<file path="src/cps_defs.svh">
// constants for the charger power-up sequencer
// assumes 200 MHz system clock and 32-bit APB data
`ifndef CPS_DEFS_SVH
`define CPS_DEFS_SVH

// clock and timing figures
`define CPS_CLK_KHZ 200000
`define CPS_T_BIAS_MS 220
`define CPS_T_QUAL_MS 30
`define CPS_T_RETRY_MS 2000
`define CPS_T_OTG_MS 30
`define CPS_T_PFM_US 100

// register byte offsets
`define CPS_OFF_CTRL 8'h00
`define CPS_OFF_LIMIT 8'h04
`define CPS_OFF_STATUS 8'h08
`define CPS_OFF_EFF 8'h0C

// control register bits
`define CPS_B_HOST 0
`define CPS_B_DET 1
`define CPS_B_CHG 2
`define CPS_B_PSDIS 3
`define CPS_B_OTG 4
`define CPS_B_BLIM 5
`define CPS_B_SWOFF 6

// limit register fields
`define CPS_F_ILIM 4:0
`define CPS_F_VCODE 11:8
`define CPS_F_TRK 13:12

// status register fields, then effective limit register fields
`define CPS_B_GOOD 0
`define CPS_B_PGOOD 1
`define CPS_F_SRC 4:2
`define CPS_B_SWON 8
`define CPS_F_STATE 25:16
`define CPS_F_VLIM 12:0
`define CPS_F_IEFF 20:16

// current limit codes, 100 mA per step
`define CPS_ILIM_SDP 5'h05
`define CPS_ILIM_ADP 5'h18
`define CPS_ILIM_CLAMP 5'h02
`define CPS_ILIM_RST 5'h05

// input voltage limit, 100 mV per code from 3.9 V
`define CPS_VCODE_RST 4'h6
`define CPS_VLIM_BASE 13'h0F3C
`define CPS_VLIM_STEP 13'h0064
`define CPS_VLIM_RST 13'h1194
`define CPS_TRK_OFF 2'h0
`define CPS_TRK_200 2'h1
`define CPS_TRK_250 2'h2
`define CPS_TRK_MV200 13'h00C8
`define CPS_TRK_MV250 13'h00FA
`define CPS_TRK_MV300 13'h012C

// source status codes
`define CPS_SRC_NONE 3'h0
`define CPS_SRC_SDP 3'h1
`define CPS_SRC_ADP 3'h2
`define CPS_SRC_OTG 3'h7

// synchronised comparator input indices
`define CPS_NIN 14
`define CPS_I_PRES 0
`define CPS_I_SLEEPZ 1
`define CPS_I_BELOW_OV 2
`define CPS_I_ABOVE_MIN 3
`define CPS_I_BAT_DPL 4
`define CPS_I_BAT_OCP 5
`define CPS_I_BAT_OTG 6
`define CPS_I_VBUS_SLEEP 7
`define CPS_I_THERM 8
`define CPS_I_SYS_LOW 9
`define CPS_I_BAT_MINSYS 10
`define CPS_I_LIGHT 11
`define CPS_I_SEL 12
`define CPS_I_SHIP 13

`endif

</file>
<file path="src/cps_pkg.sv">
// types for the charger power-up sequencer
// assumes cps_defs.svh sits in the include path
package cps_pkg;
`include "cps_defs.svh"

    // sequencer states, one-hot
    typedef enum logic [9:0] {
        ST_IDLE = 10'h001,
        ST_DELAY = 10'h002,
        ST_QUAL = 10'h004,
        ST_RETRY = 10'h008,
        ST_DETECT = 10'h010,
        ST_VSET = 10'h020,
        ST_CONV = 10'h040,
        ST_RUN = 10'h080,
        ST_BPFM = 10'h100,
        ST_BOOST = 10'h200
    } cps_state_t;

    // whole state of the sequencer
    typedef struct packed {
        logic [`CPS_NIN-1:0] s1;
        logic [`CPS_NIN-1:0] s2;
        cps_state_t st;
        logic [31:0] cnt;
        logic [31:0] ocnt;
        logic host_mode;
        logic det_en;
        logic chg_en;
        logic ps_dis;
        logic otg_en;
        logic blim;
        logic sw_off;
        logic [4:0] ilim;
        logic [3:0] vcode;
        logic [1:0] trk;
        logic good;
        logic pgood;
        logic [2:0] src;
        logic sw_on;
        logic irq_n;
        logic [4:0] ieff;
        logic [12:0] vlim;
        logic [31:0] prdata;
    } cps_reg_t;

endpackage

</file>
<file path="src/cps_seq.sv">
// charger power-up sequencer with APB register slave
// assumes comparator inputs are asynchronous, bat_mv comes from
// logic on clk_sys, and the host runs on the same APB clock
//
// Operation
// - battery only: switch closed, regulator off
// - overcurrent opens switch, sets off bit
// - switch stays open until input or exit; the code also clears sw_off on a control write with that bit low
// - fixed order of power-up steps
// - regulator on after 220 ms valid input
// - 30 ms qualification window with test load
// - failed qualification retried every two seconds
// - pass sets input good, pulses interrupt
// - detection after input good, pulses interrupt
// - detection loads limit, power good, status
// - default mode tracks select pin live
// - voltage limit 3.9 to 5.4, reset 4.5
// - tracking takes larger of limit, battery+offset
// - converter starts after limit, soft start
// - low system voltage clamps current 200 mA
// - switch closed after start only if charging
// - pulse skip only when allowed, disable bit
// - boost after 30 ms enable and conditions
// - boost limit bit selects 0.5 or 1.2 A
// - boost reports source status 111
// - boost held while battery high, pfm first
// - fast digital clock only with regulator on
// - reset returns registers to defaults
//
// Added by the designer: the APB interface to the registers and the address map.
`timescale 1ns/100ps
`include "cps_defs.svh"

module cps_seq
    import cps_pkg::*;
#(
    parameter int T_BIAS_CYC = `CPS_T_BIAS_MS * `CPS_CLK_KHZ,
    parameter int T_QUAL_CYC = `CPS_T_QUAL_MS * `CPS_CLK_KHZ,
    parameter int T_RETRY_CYC = `CPS_T_RETRY_MS * `CPS_CLK_KHZ,
    parameter int T_OTG_CYC = `CPS_T_OTG_MS * `CPS_CLK_KHZ,
    parameter int T_PFM_CYC = `CPS_T_PFM_US * `CPS_CLK_KHZ / 1000
) (
    // clock and reset
    input wire logic clk_sys,
    input wire logic rstn,
    // apb slave
    input wire logic psel,
    input wire logic penable,
    input wire logic pwrite,
    input wire logic [31:0] paddr,
    input wire logic [31:0] pwdata,
    output logic [31:0] prdata,
    output logic pready,
    output logic pslverr,
    // analog comparator results, asynchronous
    input wire logic input_present,
    input wire logic above_sleep,
    input wire logic vbus_below_ov,
    input wire logic vbus_above_min,
    input wire logic bat_above_depl,
    input wire logic bat_overcurrent,
    input wire logic bat_above_otg_low,
    input wire logic vbus_in_sleep,
    input wire logic therm_in_window,
    input wire logic sys_below_2v2,
    input wire logic bat_below_minsys,
    input wire logic light_load,
    input wire logic select_pin,
    input wire logic ship_exit,
    // battery voltage in mV, same clock
    input wire logic [12:0] bat_mv,
    // power stage controls
    output logic battery_switch,
    output logic bias_regulator,
    output logic high_impedance_state,
    output logic test_load_on,
    output logic converter_en,
    output logic softstart_active,
    output logic boost_mode,
    output logic boost_current_select,
    output logic pulse_skip_allow,
    output logic dig_clk_fast,
    output logic [4:0] input_current_limit,
    output logic [12:0] input_voltage_limit,
    // host interrupt
    output logic host_irq_n
);

    cps_reg_t q;
    cps_reg_t d;
    logic in_ok;
    logic boost_ok;
    logic otg_ready;
    logic wr;
    logic mapped;
    logic [12:0] prog_mv;
    logic [12:0] trk_mv;

    ////////////////////////////////////////////////////////////////
    // input qualifiers from synchronised comparators
    assign in_ok = q.s2[`CPS_I_PRES] && q.s2[`CPS_I_SLEEPZ];
    assign boost_ok = q.otg_en && q.s2[`CPS_I_BAT_OTG];
    assign otg_ready = (q.ocnt >= 32'(T_OTG_CYC)) && q.s2[`CPS_I_BAT_OTG]
        && q.s2[`CPS_I_VBUS_SLEEP] && q.s2[`CPS_I_THERM];

    // apb decode, zero wait states
    assign wr = psel && penable && pwrite;
    assign mapped = (paddr[7:0] == `CPS_OFF_CTRL) || (paddr[7:0] == `CPS_OFF_LIMIT)
        || (paddr[7:0] == `CPS_OFF_STATUS) || (paddr[7:0] == `CPS_OFF_EFF);
    assign pready = 1'b1;
    assign pslverr = psel && penable && !mapped;
    assign prdata = q.prdata;

    // programmed and tracking voltage limits
    assign prog_mv = `CPS_VLIM_BASE + 13'(q.vcode * `CPS_VLIM_STEP);

    always_comb begin
        unique case (q.trk)
            `CPS_TRK_200: trk_mv = bat_mv + `CPS_TRK_MV200;
            `CPS_TRK_250: trk_mv = bat_mv + `CPS_TRK_MV250;
            default: trk_mv = bat_mv + `CPS_TRK_MV300;
        endcase
    end

    ////////////////////////////////////////////////////////////////
    // next state of the whole block
    always_comb begin
        logic [31:0] rd;
        rd = 32'h0000_0000;
        d = q;
        d.s1 = {ship_exit, select_pin, light_load, bat_below_minsys,
            sys_below_2v2, therm_in_window, vbus_in_sleep, bat_above_otg_low,
            bat_overcurrent, bat_above_depl, vbus_above_min, vbus_below_ov,
            above_sleep, input_present};
        d.s2 = q.s1;
        d.irq_n = 1'b1;
        d.cnt = q.cnt + 32'h0000_0001;

        // software writes
        if (wr && paddr[7:0] == `CPS_OFF_CTRL) begin
            d.host_mode = pwdata[`CPS_B_HOST];
            d.det_en = pwdata[`CPS_B_DET];
            d.chg_en = pwdata[`CPS_B_CHG];
            d.ps_dis = pwdata[`CPS_B_PSDIS];
            d.otg_en = pwdata[`CPS_B_OTG];
            d.blim = pwdata[`CPS_B_BLIM];
            d.sw_off = pwdata[`CPS_B_SWOFF];
        end
        if (wr && paddr[7:0] == `CPS_OFF_LIMIT) begin
            d.ilim = pwdata[`CPS_F_ILIM];
            d.vcode = pwdata[`CPS_F_VCODE];
            d.trk = pwdata[`CPS_F_TRK];
        end

        // ship-mode exit re-enables the switch
        if (q.s2[`CPS_I_SHIP]) begin
            d.sw_off = 1'b0;
        end

        // otg enable age, saturating
        if (!q.otg_en) begin
            d.ocnt = 32'h0000_0000;
        end else if (q.ocnt < 32'(T_OTG_CYC)) begin
            d.ocnt = q.ocnt + 32'h0000_0001;
        end

        // power-up sequence
        unique case (q.st)
            ST_IDLE: begin
                if (in_ok) begin
                    d.st = ST_DELAY;
                    d.cnt = 32'h0000_0000;
                    d.sw_off = 1'b0;
                end else if (otg_ready) begin
                    d.st = ST_BPFM;
                    d.cnt = 32'h0000_0000;
                end
            end
            ST_DELAY: begin
                if (!in_ok) begin
                    d.st = ST_IDLE;
                end else if (q.cnt >= 32'(T_BIAS_CYC - 1)) begin
                    d.st = ST_QUAL;
                    d.cnt = 32'h0000_0000;
                end
            end
            ST_QUAL: begin
                if (!in_ok) begin
                    d.st = ST_IDLE;
                end else if (!q.s2[`CPS_I_BELOW_OV] || !q.s2[`CPS_I_ABOVE_MIN]) begin
                    d.st = ST_RETRY;
                    d.cnt = 32'h0000_0000;
                end else if (q.cnt >= 32'(T_QUAL_CYC - 1)) begin
                    d.st = ST_DETECT;
                    d.good = 1'b1;
                    d.irq_n = 1'b0;
                end
            end
            ST_RETRY: begin
                if (!in_ok) begin
                    d.st = ST_IDLE;
                end else if (q.cnt >= 32'(T_RETRY_CYC - 1)) begin
                    d.st = ST_QUAL;
                    d.cnt = 32'h0000_0000;
                end
            end
            ST_DETECT: begin
                if (!in_ok) begin
                    d.st = ST_IDLE;
                end else if (q.irq_n && (!q.host_mode || q.det_en)) begin
                    d.ilim = q.s2[`CPS_I_SEL] ? `CPS_ILIM_SDP : `CPS_ILIM_ADP;
                    d.src = q.s2[`CPS_I_SEL] ? `CPS_SRC_SDP : `CPS_SRC_ADP;
                    d.pgood = 1'b1;
                    d.det_en = 1'b0;
                    d.irq_n = 1'b0;
                    d.st = ST_VSET;
                end
            end
            ST_VSET: begin
                d.st = in_ok ? ST_CONV : ST_IDLE;
            end
            ST_CONV: begin
                if (!in_ok) begin
                    d.st = ST_IDLE;
                end else if (!q.s2[`CPS_I_SYS_LOW]) begin
                    d.st = ST_RUN;
                end
            end
            ST_RUN: begin
                if (!in_ok) begin
                    d.st = ST_IDLE;
                end else if (!q.host_mode || q.det_en) begin
                    d.ilim = q.s2[`CPS_I_SEL] ? `CPS_ILIM_SDP : `CPS_ILIM_ADP;
                    d.src = q.s2[`CPS_I_SEL] ? `CPS_SRC_SDP : `CPS_SRC_ADP;
                    d.det_en = 1'b0;
                end
            end
            ST_BPFM: begin
                if (!boost_ok) begin
                    d.st = ST_IDLE;
                end else if (q.cnt >= 32'(T_PFM_CYC - 1)) begin
                    d.st = ST_BOOST;
                end
            end
            ST_BOOST: begin
                if (!boost_ok) begin
                    d.st = ST_IDLE;
                end
            end
            default: begin
                d.st = ST_IDLE;
            end
        endcase

        // flags fall with the input, boost reports its own code
        if (d.st == ST_IDLE) begin
            d.good = 1'b0;
            d.pgood = 1'b0;
            d.src = `CPS_SRC_NONE;
        end
        if (d.st == ST_BPFM || d.st == ST_BOOST) begin
            d.src = `CPS_SRC_OTG;
        end

        // overload trip, wins over any clear
        if (q.sw_on && q.s2[`CPS_I_BAT_OCP]) begin
            d.sw_off = 1'b1;
        end

        // battery switch per state
        unique case (d.st)
            ST_IDLE: d.sw_on = q.s2[`CPS_I_BAT_DPL] && !d.sw_off;
            ST_CONV, ST_RUN: d.sw_on = q.chg_en && !d.sw_off;
            default: d.sw_on = !d.sw_off;
        endcase

        // effective limits
        d.ieff = (q.s2[`CPS_I_SYS_LOW] && d.ilim > `CPS_ILIM_CLAMP)
            ? `CPS_ILIM_CLAMP : d.ilim;
        d.vlim = (q.trk != `CPS_TRK_OFF && trk_mv > prog_mv) ? trk_mv : prog_mv;

        // read data latched in the setup cycle
        unique case (paddr[7:0])
            `CPS_OFF_CTRL: begin
                rd[`CPS_B_HOST] = q.host_mode;
                rd[`CPS_B_DET] = q.det_en;
                rd[`CPS_B_CHG] = q.chg_en;
                rd[`CPS_B_PSDIS] = q.ps_dis;
                rd[`CPS_B_OTG] = q.otg_en;
                rd[`CPS_B_BLIM] = q.blim;
                rd[`CPS_B_SWOFF] = q.sw_off;
            end
            `CPS_OFF_LIMIT: begin
                rd[`CPS_F_ILIM] = q.ilim;
                rd[`CPS_F_VCODE] = q.vcode;
                rd[`CPS_F_TRK] = q.trk;
            end
            `CPS_OFF_STATUS: begin
                rd[`CPS_B_GOOD] = q.good;
                rd[`CPS_B_PGOOD] = q.pgood;
                rd[`CPS_F_SRC] = q.src;
                rd[`CPS_B_SWON] = q.sw_on;
                rd[`CPS_F_STATE] = q.st;
            end
            `CPS_OFF_EFF: begin
                rd[`CPS_F_VLIM] = q.vlim;
                rd[`CPS_F_IEFF] = q.ieff;
            end
            default: rd = 32'h0000_0000;
        endcase
        if (psel && !penable) begin
            d.prdata = rd;
        end
    end

    ////////////////////////////////////////////////////////////////
    // state register with defaults at reset
    always_ff @(posedge clk_sys or negedge rstn) begin
        if (!rstn) begin
            q <= '0;
            q.st <= ST_IDLE;
            q.blim <= 1'b1;
            q.ilim <= `CPS_ILIM_RST;
            q.ieff <= `CPS_ILIM_RST;
            q.vcode <= `CPS_VCODE_RST;
            q.vlim <= `CPS_VLIM_RST;
            q.irq_n <= 1'b1;
        end else begin
            q <= d;
        end
    end

    ////////////////////////////////////////////////////////////////
    // output decode from the registered state
    assign battery_switch = q.sw_on;
    assign bias_regulator = (q.st != ST_IDLE) && (q.st != ST_DELAY);
    assign high_impedance_state = (q.st == ST_IDLE) || (q.st == ST_DELAY);
    assign test_load_on = (q.st == ST_QUAL);
    assign converter_en = (q.st == ST_CONV) || (q.st == ST_RUN)
        || boost_mode;
    assign softstart_active = (q.st == ST_CONV);
    assign boost_mode = (q.st == ST_BPFM) || (q.st == ST_BOOST);
    assign boost_current_select = q.blim;
    assign pulse_skip_allow = !q.ps_dis && ((q.st == ST_BPFM)
        || (q.st == ST_RUN && q.s2[`CPS_I_LIGHT]
        && (!q.chg_en || q.s2[`CPS_I_BAT_MINSYS])));
    assign dig_clk_fast = bias_regulator;
    assign input_current_limit = q.ieff;
    assign input_voltage_limit = q.vlim;
    assign host_irq_n = q.irq_n;
endmodule

</file>
<file path="config.mk">
export PLATFORM = sky130hd
export DESIGN_NAME = cps_seq
export DESIGN_NICKNAME = d
export VERILOG_FILES = /design/src/cps_pkg.sv /design/src/cps_seq.sv
export VERILOG_INCLUDE_DIRS = /design/src
export SDC_FILE = /design/constraint.sdc
export NUM_CORES = 1
export LEC_CHECK = 0
export ABC_AREA = 0
export BUFFER_PORTS_ARGS = -buffer_cell sky130_fd_sc_hd__buf_2
export CAP_MARGIN = 20
export CORE_UTILIZATION = 52
export DETAILED_ROUTE_END_ITERATION = 6
export GPL_TIMING_DRIVEN = 0
export PLACE_DENSITY = 0.76
export SLEW_MARGIN = 15
export SYNTH_ARGS = -nofsm -noshare
export SYNTH_HDL_FRONTEND = slang
export SYNTH_SLANG_ARGS = --single-unit
</file>
<file path="constraint.sdc">
create_clock -name clk_sys -period 4.4 [get_ports clk_sys]
set_clock_uncertainty 0.05 [all_clocks]
set_input_delay 0.88 -clock clk_sys [delete_from_list [all_inputs] [get_ports clk_sys]]
set_output_delay 0.88 -clock clk_sys [all_outputs]
set_load 0.005 [all_outputs]
</file>
# == Word level (Yosys, flattened, before mapping) ==
# Index checks and enable logic that the tools add are counted.
# W data, S select, Z words.
# classes
order_cmp,8
mul,1
div,0
n_addsub,6
n_eq_ne,28
shifts,0
bitwise,0
muxes,74
n_reduce_logical,53
# op_table
operator,n
$mux W32,6
$mux W42,4
$mux W10,13
$pmux W32 S4,1
$pmux W10 S10,1
$add A32 B1 Y32 const B,2
$ge A32 B23 Y1 const B,2
$mux W5,8
$ge A32 B15 Y1 const B,1
$ge A32 B26 Y1 const B,1
$ge A32 B29 Y1 const B,1
$lt A32 B23 Y1 const B,1
$add A13 B8 Y13 const B,2
$pmux W13 S2,1
$logic_and A1 B1 Y1,21
$eq A10 B1 Y1 const B,2
$eq A10 B10 Y1 const B,2
$eq A10 B7 Y1 const B,2
$eq A10 B8 Y1 const B,2
$eq A10 B9 Y1 const B,2
$mux W1,20
$pmux W5 S2,2
$pmux W5 S4,1
$eq A8 B4 Y1 const B,2
38 further kinds,70
# totals
output_inout_bits,63
mem_bits_ro,0
in_bits,96
ram_bits,0
memories,0
elab_cells,193
latch_bits,0
regBits,169

# == Logic depth before layout (Yosys ltp) ==
# Gate-level depths: netlist of run 1.
# depth
depth_word,11
ltp_mapped,18
mapped_depth_nobuf,17

# == Worst setup path before layout of run 1 ==
# Ideal clock, no wire load.
# synth_path
kind,input to register
start,input port bat_mv[3]
end,"register q, in the netlist input_voltage_limit[10]"
path_slack_ns,-0.117
cell_stages,16
arrival_time_ns,4.343
t_required_ns,4.225
cell_sequence,clkbuf_1 inv_1 ha_1 a2111oi_4 nand2_1 a22o_1 a221oi_1 a21oi_1 ha_1 a21oi_1 nor2b_1 o21ai_0 o21ai_0 o31ai_1 buf_2 mux2_2
# synth_rtl
item,line_no,rtl
from (decl),cps_seq.sv:71,"input wire logic [12:0] bat_mv,"
to (decl),cps_seq.sv:89,cps_reg_t q;

==> impl_results.md, run 1 <==
* Status: complete, but fails checks
* Failing checks: DRC
* Syn Inst Count at 996
* Min cycle time layout at 4.188 ns
* Via density per instance at 5.572
* Syn_area_per_cell at 9.776 µm²
* H-tree levels at 4
* Core Box Area at 18150 µm²
* Pleak at 5.274 nW
* Synth cell types at 83
* Pins Over Slew Limit at 0
* CTS Buf Count at 17
* Sink Count at 169
* Rel. slew slack at 27.03%
* Insertion delay to the later sink of the worst-skew pair at 0.44 ns
* Vias post-DR at 7634
* Mapped Area at 9737 µm²
* CTS root buffer: clkbuf_16
* Critical path fanouts, max at 9
* Endpoint class of the critical path: flop
* Vias in the first global route at 7238
* Initial core utilization at 53.65%
* EDFF count, synth at 0
* Core Util, Final at 61.96%
* Initial antenna violation count at 0
* Reg2reg start: q[60]
* Internal at 0.002714 W
* Critical path launch point type: flop
* Crit Path Class: flop to flop
* Share of layout cells above drive strength 1 at 23.66%
* Total wire length after detailed routing at 22.18 mm
* Synthesis-stage register bit count at 169
* Die W at 138.8 µm
* Tightest Pin Transition at 1.085 ns
* Critical Path Start: q[60]
* Final Power at 0.003792 W
* Hpwl dp at 16.51 mm
* Final hold vios at 0
* # diodes at 0
* FFs w/ async S/R, synth at 100.0%
* Top_reg_cell synth: dfrtp_1
* Setup Total Neg Slack at 0 ns
* Final Cycle Share at 95.19%
* Die Y at 138.8 µm
* Wirelength per Cell at 16.19 µm
* Final #Nets at 1261
* Placer Congestion at 0.8865
* Number of I/O pins at 159
* Seq/Total Area, Yosys at 43.61%
* Drt pass-1 iters at 7
* Sequential Power Share at 44.6%
* MaxCap Viol Count at 0
* Max Buffers Root-to-Sink at 2
* Fmax at 238.8 MHz
* Gr usage total at 24.11%
* Clock power frac at 38.3%
* Drt drc at 10
* Sw Pwr at 0.001078 W
* Grt ovf at 0
* Largest net degree at the start of global routing at 100
* Port bufs at 103
* Critical path arrival at 4.45 ns
* Setup violators final at 0
* Clock Pin Slew Worst Setup and Hold Paths at 0.07 ns
* Rows at 49
* Yosys warnings at 0
* Required @ worst endpoint at 4.66 ns
* Worst Hold Class: flop to flop
* First-pass GRT wire length at 36.74 mm
* Maximum vdd drop at 299.3 µV
* Routed Antenna Nets at 0
* Area occupied by multi-input gates at 4798 µm²
* Part of the power in combinational logic at 17.1%
* PwrDens at 337.2 nW/µm²
* Die area at 19280 µm²
* Filler Cells Inserted at 1505
* Storage cell area at 4247 µm²
* Hold Startpoint: d[155]
* Initial DRC count at 502
* Unrepaired setup endpoints after global routing: no
* Post-cts hold buffer count at 0
* Layout area overhead at 15.48%
* Net Sw Frac at 28.44%
* CTS tree: yes
## critical path, stage by stage (launching register included)
cell and delay [ns]:
dfstp_2 0.57, inv_1 0.09, ha_1 0.33, ha_1 0.23, inv_1 0.07, fa_2 0.48
nor3b_4 0.28, nor3b_4 0.07, xor2_1 0.19, inv_1 0.07, ha_1 0.29, a21oi_1 0.13
nor2b_1 0.06, o21ai_0 0.14, o21ai_0 0.16, o31ai_2 0.28, buf_6 0.19, mux2_2 0.37
## stage by stage
step / std cells / hold WS (ns) / cell area (µm²) / worst slack [ns]
3_5_place_dp: 1336 / 0.2847 / 10610 / -0.6764
2_1_floorplan: 1003 / 0.2812 / 9771 / 0.03598
5_1_grt: 1370 / 0.3046 / 11240 / 0.02364
4_1_cts: 1368 / 0.2993 / 11180 / 0.02849
6_report: 1370 / 0.2941 / 11240 / 0.2116
3_3_place_gp: 1335 / 0.2825 / 10570 / -0.6463
## worst paths after layout
path	end	slack [ns]	cells past startpoint
setup / recovery	input_voltage_limit[5]	0.21	17
hold / removal	q[155]	0.29	0
setup reg to reg	input_voltage_limit[5]	0.21	17
hold reg to reg	q[155]	0.29	0
max in group asynchronous	input_voltage_limit[4]	3.09	2
min in group asynchronous	q[95]	0.34	1
## cell usage in the layout, fill, tap and decap left out, types with 9 or more instances in the layout
master and n:
buf_4 57, mux2i_1 17, o21a_1 11, nor3_1 26, and2_1 31, xor2_1 35, conb_1 9, dfstp_2 14
a21oi_1 27, clkbuf_16 17, mux2_2 15, xnor2_1 39, buf_2 112, o21ai_0 41, nor2b_1 13, nand3_1 30
ha_1 36, nor4_1 15, nand2_1 79, nor2_1 86, nand4_1 22, clkbuf_1 31, and3_1 16, dfrtp_1 155
inv_1 41
## flip-flops by register name, summed over array words and instances (netlist names)
name,flops
battery_switch,1
boost_current_select,1
d,14
host_irq_n,1
input_current_limit,5
input_voltage_limit,13
prdata,24
q,110
## cells in the mapped netlist, drive strengths merged, types with 3 or more instances
cell type,number,share of area [%]
a41oi,4,0.36
o31ai,6,0.51
or2,3,0.19
and4,3,0.27
or4,3,0.27
buf,68,5.0
a22o,8,0.72
xor2,36,3.2
or3,4,0.26
dfstp,14,3.8
o22ai,4,0.26
a21oi,27,1.4
nor3b,8,0.67
a31oi,7,0.45
dfrtp,155,40
a22oi,8,0.62
mux2i,18,1.9
nor3,32,2.1
nand2b,7,0.45
nor4,18,1.5
inv,42,1.6
o21a,11,0.85
o21ai,42,2.2
and2,31,2.0
nand4,22,1.4
a2111oi,5,0.84
ha,36,4.6
nand3,30,1.5
a221oi,5,0.45
o211ai,4,0.31
clkbuf,31,1.2
a211oi,5,0.44
a21boi,3,0.35
xnor2,39,3.5
nor2b,13,0.84
o21bai,3,0.23
nor2,86,3.3
nand2,79,3.0
mux2,15,1.7
a21o,5,0.39
mux4,5,1.2
and3,16,1.0
## logic make-up (layout without fill, tap and decap cells)
family                   Yosys count  after routing  share of synthesized area, %
buffers and inverters            142            280                         7.890
multiplexers                      38             38                         4.742
XOR/XNOR                          75             75                         6.746
adder cells (fa/ha/maj)           37             37                         4.832
AND/OR/NAND/NOR                  363            363                         19.66
other                              2              9                       0.07713
AO/OA/AOI/OAI                    170            170                         12.44
flip-flops                       169            169                         43.61
## area by class of cell
cell class | instances | area share, %
Buffer | 97 | 5.386
Tap cell | 229 | 2.548
Clock buffer | 20 | 3.972
Sequential cell | 169 | 37.77
Timing Repair Buffer | 108 | 5.185
Multi-Input combinational cell | 692 | 42.67
Inverter | 43 | 1.435
Clock inverter | 12 | 1.035
## timing repair
item / 4_1_cts / 5_1_grt
setup buffers: 1 / 3
resized for setup: 0 / 10
gates cloned: 0 / 0
pin swaps: 1 / 2
endpoints found under the setup margin: 9 / 11
## power by group through the flow
| stage | logic [W] | clock network [W] | registers (W) |
|---|---|---|---|
| 3_3_place_gp | 0.000618 | 0 | 0.00171 |
| 3_5_place_dp | 0.000631 | 0 | 0.00172 |
| 2_1_floorplan | 0.000425 | 0 | 0.00169 |
| 6_report | 0.000650 | 0.00145 | 0.00169 |
| 5_1_grt | 0.000724 | 0.00154 | 0.00170 |
| 4_1_cts | 0.000639 | 0.00147 | 0.00169 |
## metal layers
| layer | wire length (µm) | vias up | GRT usage, % |
|---|---|---|---|
| met5 | 0 | - | 0 |
| met4 | 346 | 0 | 7.953 |
| met3 | 1008 | 24 | 4.144 |
| met2 | 10380 | 208 | 38.68 |
| met1 | 10450 | 3701 | 33.28 |
| li1 | - | 3701 | - |
Power figures use the tool's default switching activity.
==> run 2: changes to the inputs <==
--- a/config.mk
+++ b/config.mk
@@ -10,4 +10,5 @@
 export BUFFER_PORTS_ARGS = -buffer_cell sky130_fd_sc_hd__buf_2
 export CAP_MARGIN = 20
+export CORE_ASPECT_RATIO = 1.5
 export CORE_UTILIZATION = 52
 export DETAILED_ROUTE_END_ITERATION = 6
==> constraint.sdc (replaced) <==
create_clock -name clk_sys -period 4.4 [get_ports clk_sys]
set_clock_uncertainty 0.05 [all_clocks]
set_input_delay 1.32 -clock clk_sys [delete_from_list [all_inputs] [get_ports clk_sys]]
set_output_delay 1.32 -clock clk_sys [all_outputs]
set_load 0.005 [all_outputs]
==> run 2 against run 1 <==
The flow now finishes without violations. Non-clock buffer count is 10 higher. Count of clock-buffer cells in the layout decreased by 2. Register-to-register slack hardly changed. Global-route usage is 1.5 points higher. Largest cell class unchanged. First-iteration DRC count shrank 8.4%. Final area up 1.2%. Cell count up 2.1%. Sequential share of layout area fell by 0.45 points. Largest power group unchanged. Die area barely moved. Critical endpoint is now input_voltage_limit[10]. Flip-flop and latch count is the same. Routed wire length increased by 7.8%.
==> impl_results.md, run 2 (synthesis gave the netlist of run 1 again) <==
* Status: complete, no violations
* Max Buffers Root-to-Sink at 2
* Core Util, Final at 62.67%
* Commonest non-fill, non-tap cells in the layout: 154 x dfrtp_1, 113 x buf_2, 85 x nor2_1, 79 x nand2_1, 63 x buf_4
* Most common cell after layout, fill and taps aside: dfrtp_1
* Die area at 19290 µm²
* Vias post-DR at 7851
* Final hold vios at 0
* Largest net degree at the start of global routing at 100
* Via density per instance at 5.612
* Critical Path Start: bat_mv[3]
* Placer Congestion at 0.9325
* Initial core utilization at 53.60%
* Reg2reg start: q[60]
* Final Power at 0.003798 W
* Rel. slew slack at 41.48%
* Insertion delay to the later sink of the worst-skew pair at 0.44 ns
* Crit Path Class: input port to flop
* Min cycle time layout at 4.331 ns
* Endpoint class of the critical path: flop
* CTS Buf Count at 17
* Initial antenna violation count at 0
* Final Cycle Share at 98.44%
* Core Box Area at 18170 µm²
* Initial DRC count at 460
* Tightest Pin Transition at 0.8711 ns
* Required @ worst endpoint at 4.68 ns
* PwrDens at 333.6 nW/µm²
* Fmax at 230.9 MHz
* Largest reg by FF count: q
* Final #Nets at 1271
* Wirelength per Cell at 17.09 µm
* CTS tree: yes
* CTS root buffer: clkbuf_16
* Grt ovf at 0
* Drt pass-1 iters at 5
* Hpwl dp at 17.92 mm
* Vias in the first global route at 7753
* Critical path launch point type: input port
* Pleak at 5.338 nW
* Routed Antenna Nets at 0
* Die W at 113.7 µm
* Share of layout cells above drive strength 1 at 25.20%
* Hold Startpoint: d[154]
* First-pass GRT wire length at 38.19 mm
* Layout area overhead at 16.92%
* # diodes at 0
* Drt drc at 0
* Sink Count at 169
* MaxCap Viol Count at 0
* Rows at 60
* Worst Hold Class: flop to flop
* Critical path fanouts, max at 7
* Max reg flops at 110
* Clock Pin Slew Worst Setup and Hold Paths at 0.07 ns
* Critical path arrival at 4.61 ns
* Maximum vdd drop at 258.8 µV
* Post-cts hold buffer count at 0
* Number of I/O pins at 159
* Total wire length after detailed routing at 23.91 mm
* Pins Over Slew Limit at 0
* Die Y at 169.6 µm
* Gr usage total at 25.58%
* H-tree levels at 4
* Setup violators final at 0
* Port bufs at 103
==> run 2: cell types whose count changed in the layout (fill, tap and decap cells not counted), sizes merged <==
cell | previous run | this run
bufinv | 1 | 0
clkinvlp | 3 | 4
buf | 176 | 185
clkbuf | 49 | 48
inv | 47 | 52
clkinv | 4 | 1
==> run 2: metrics by stage <==
| step | setup TNS [ns] | cells | cell area, µm² | setup slack, ns | hold WS, ns |
|---|---|---|---|---|---|
| after floorplan | -0.002601 | 1003 | 9806 | -0.0008669 | 0.2812 |
| after global placement | -100.56 | 1354 | 10630 | -0.6379 | 0.2831 |
| after detailed placement | -5.827 | 1355 | 10670 | -0.6384 | 0.2855 |
| after CTS | 0 | 1389 | 11260 | 0.07110 | 0.3022 |
| after global routing | -0.007557 | 1399 | 11380 | -0.003411 | 0.3040 |
| final | 0 | 1399 | 11380 | 0.06855 | 0.2991 |
==> run 2: timing repair <==
action	4_1_cts	5_1_grt
gates resized for setup	4	12
pin swaps	2	8
buffers inserted	2	9
endpoints found under the setup margin	8	9
==> run 2: worst max-delay path: stages <==
cell       delay (ns)
buf_2            0.11
buf_8            0.11
inv_4            0.04
ha_2             0.18
a2111oi_4        0.39
nand2_1          0.15
a22o_1           0.31
a221oi_2         0.29
a21oi_2          0.09
ha_1             0.34
a21oi_2          0.13
nor2b_1          0.05
o21ai_1          0.17
o21ai_2          0.10
o31ai_4          0.29
buf_6            0.18
mux2_2           0.34
==> run 2: routing by layer <==
layer / vias up / GRT usage, % / wire length (µm)
met5: - / 0 / 0
met4: 0 / 14.19 / 1110
met3: 71 / 4.393 / 1097
met2: 266 / 45.81 / 12580
met1: 3795 / 28.50 / 9123
li1: 3719 / - / -
==> run 2: cell type report <==
cell class                 instances  area, µm²
fill                            1546       6783
multi-input combinational        692       4831
sequential                       169       4248
timing repair buffer             116      644.4
buffer                            99      628.1
clock buffer                      18      429.2
tap                              248      310.3
inverter                          43      163.9
clock inverter                    14      130.1
==> run 2: power by group <==
part / switching, W / leakage [nW] / total, W / internal (W)
combinational: 0.000383 / 2.88 / 0.000673 / 0.000289
clock: 0.000685 / 0.264 / 0.00143 / 0.000749
sequential: 0.0000608 / 2.19 / 0.00169 / 0.00163
total: 0.00113 / 5.34 / 0.00380 / 0.00267
==> run 2: path summary, 6_finish.rpt <==
check,to,slack [ns],cells past startpoint
worst max register to register,input_voltage_limit[10],0.20,17
worst min register to register,q[154],0.30,0
max in group asynchronous,q[59],2.63,2
worst max-delay path,input_voltage_limit[10],0.07,17
min in group asynchronous,q[125],0.79,1
worst min-delay path,q[154],0.30,0
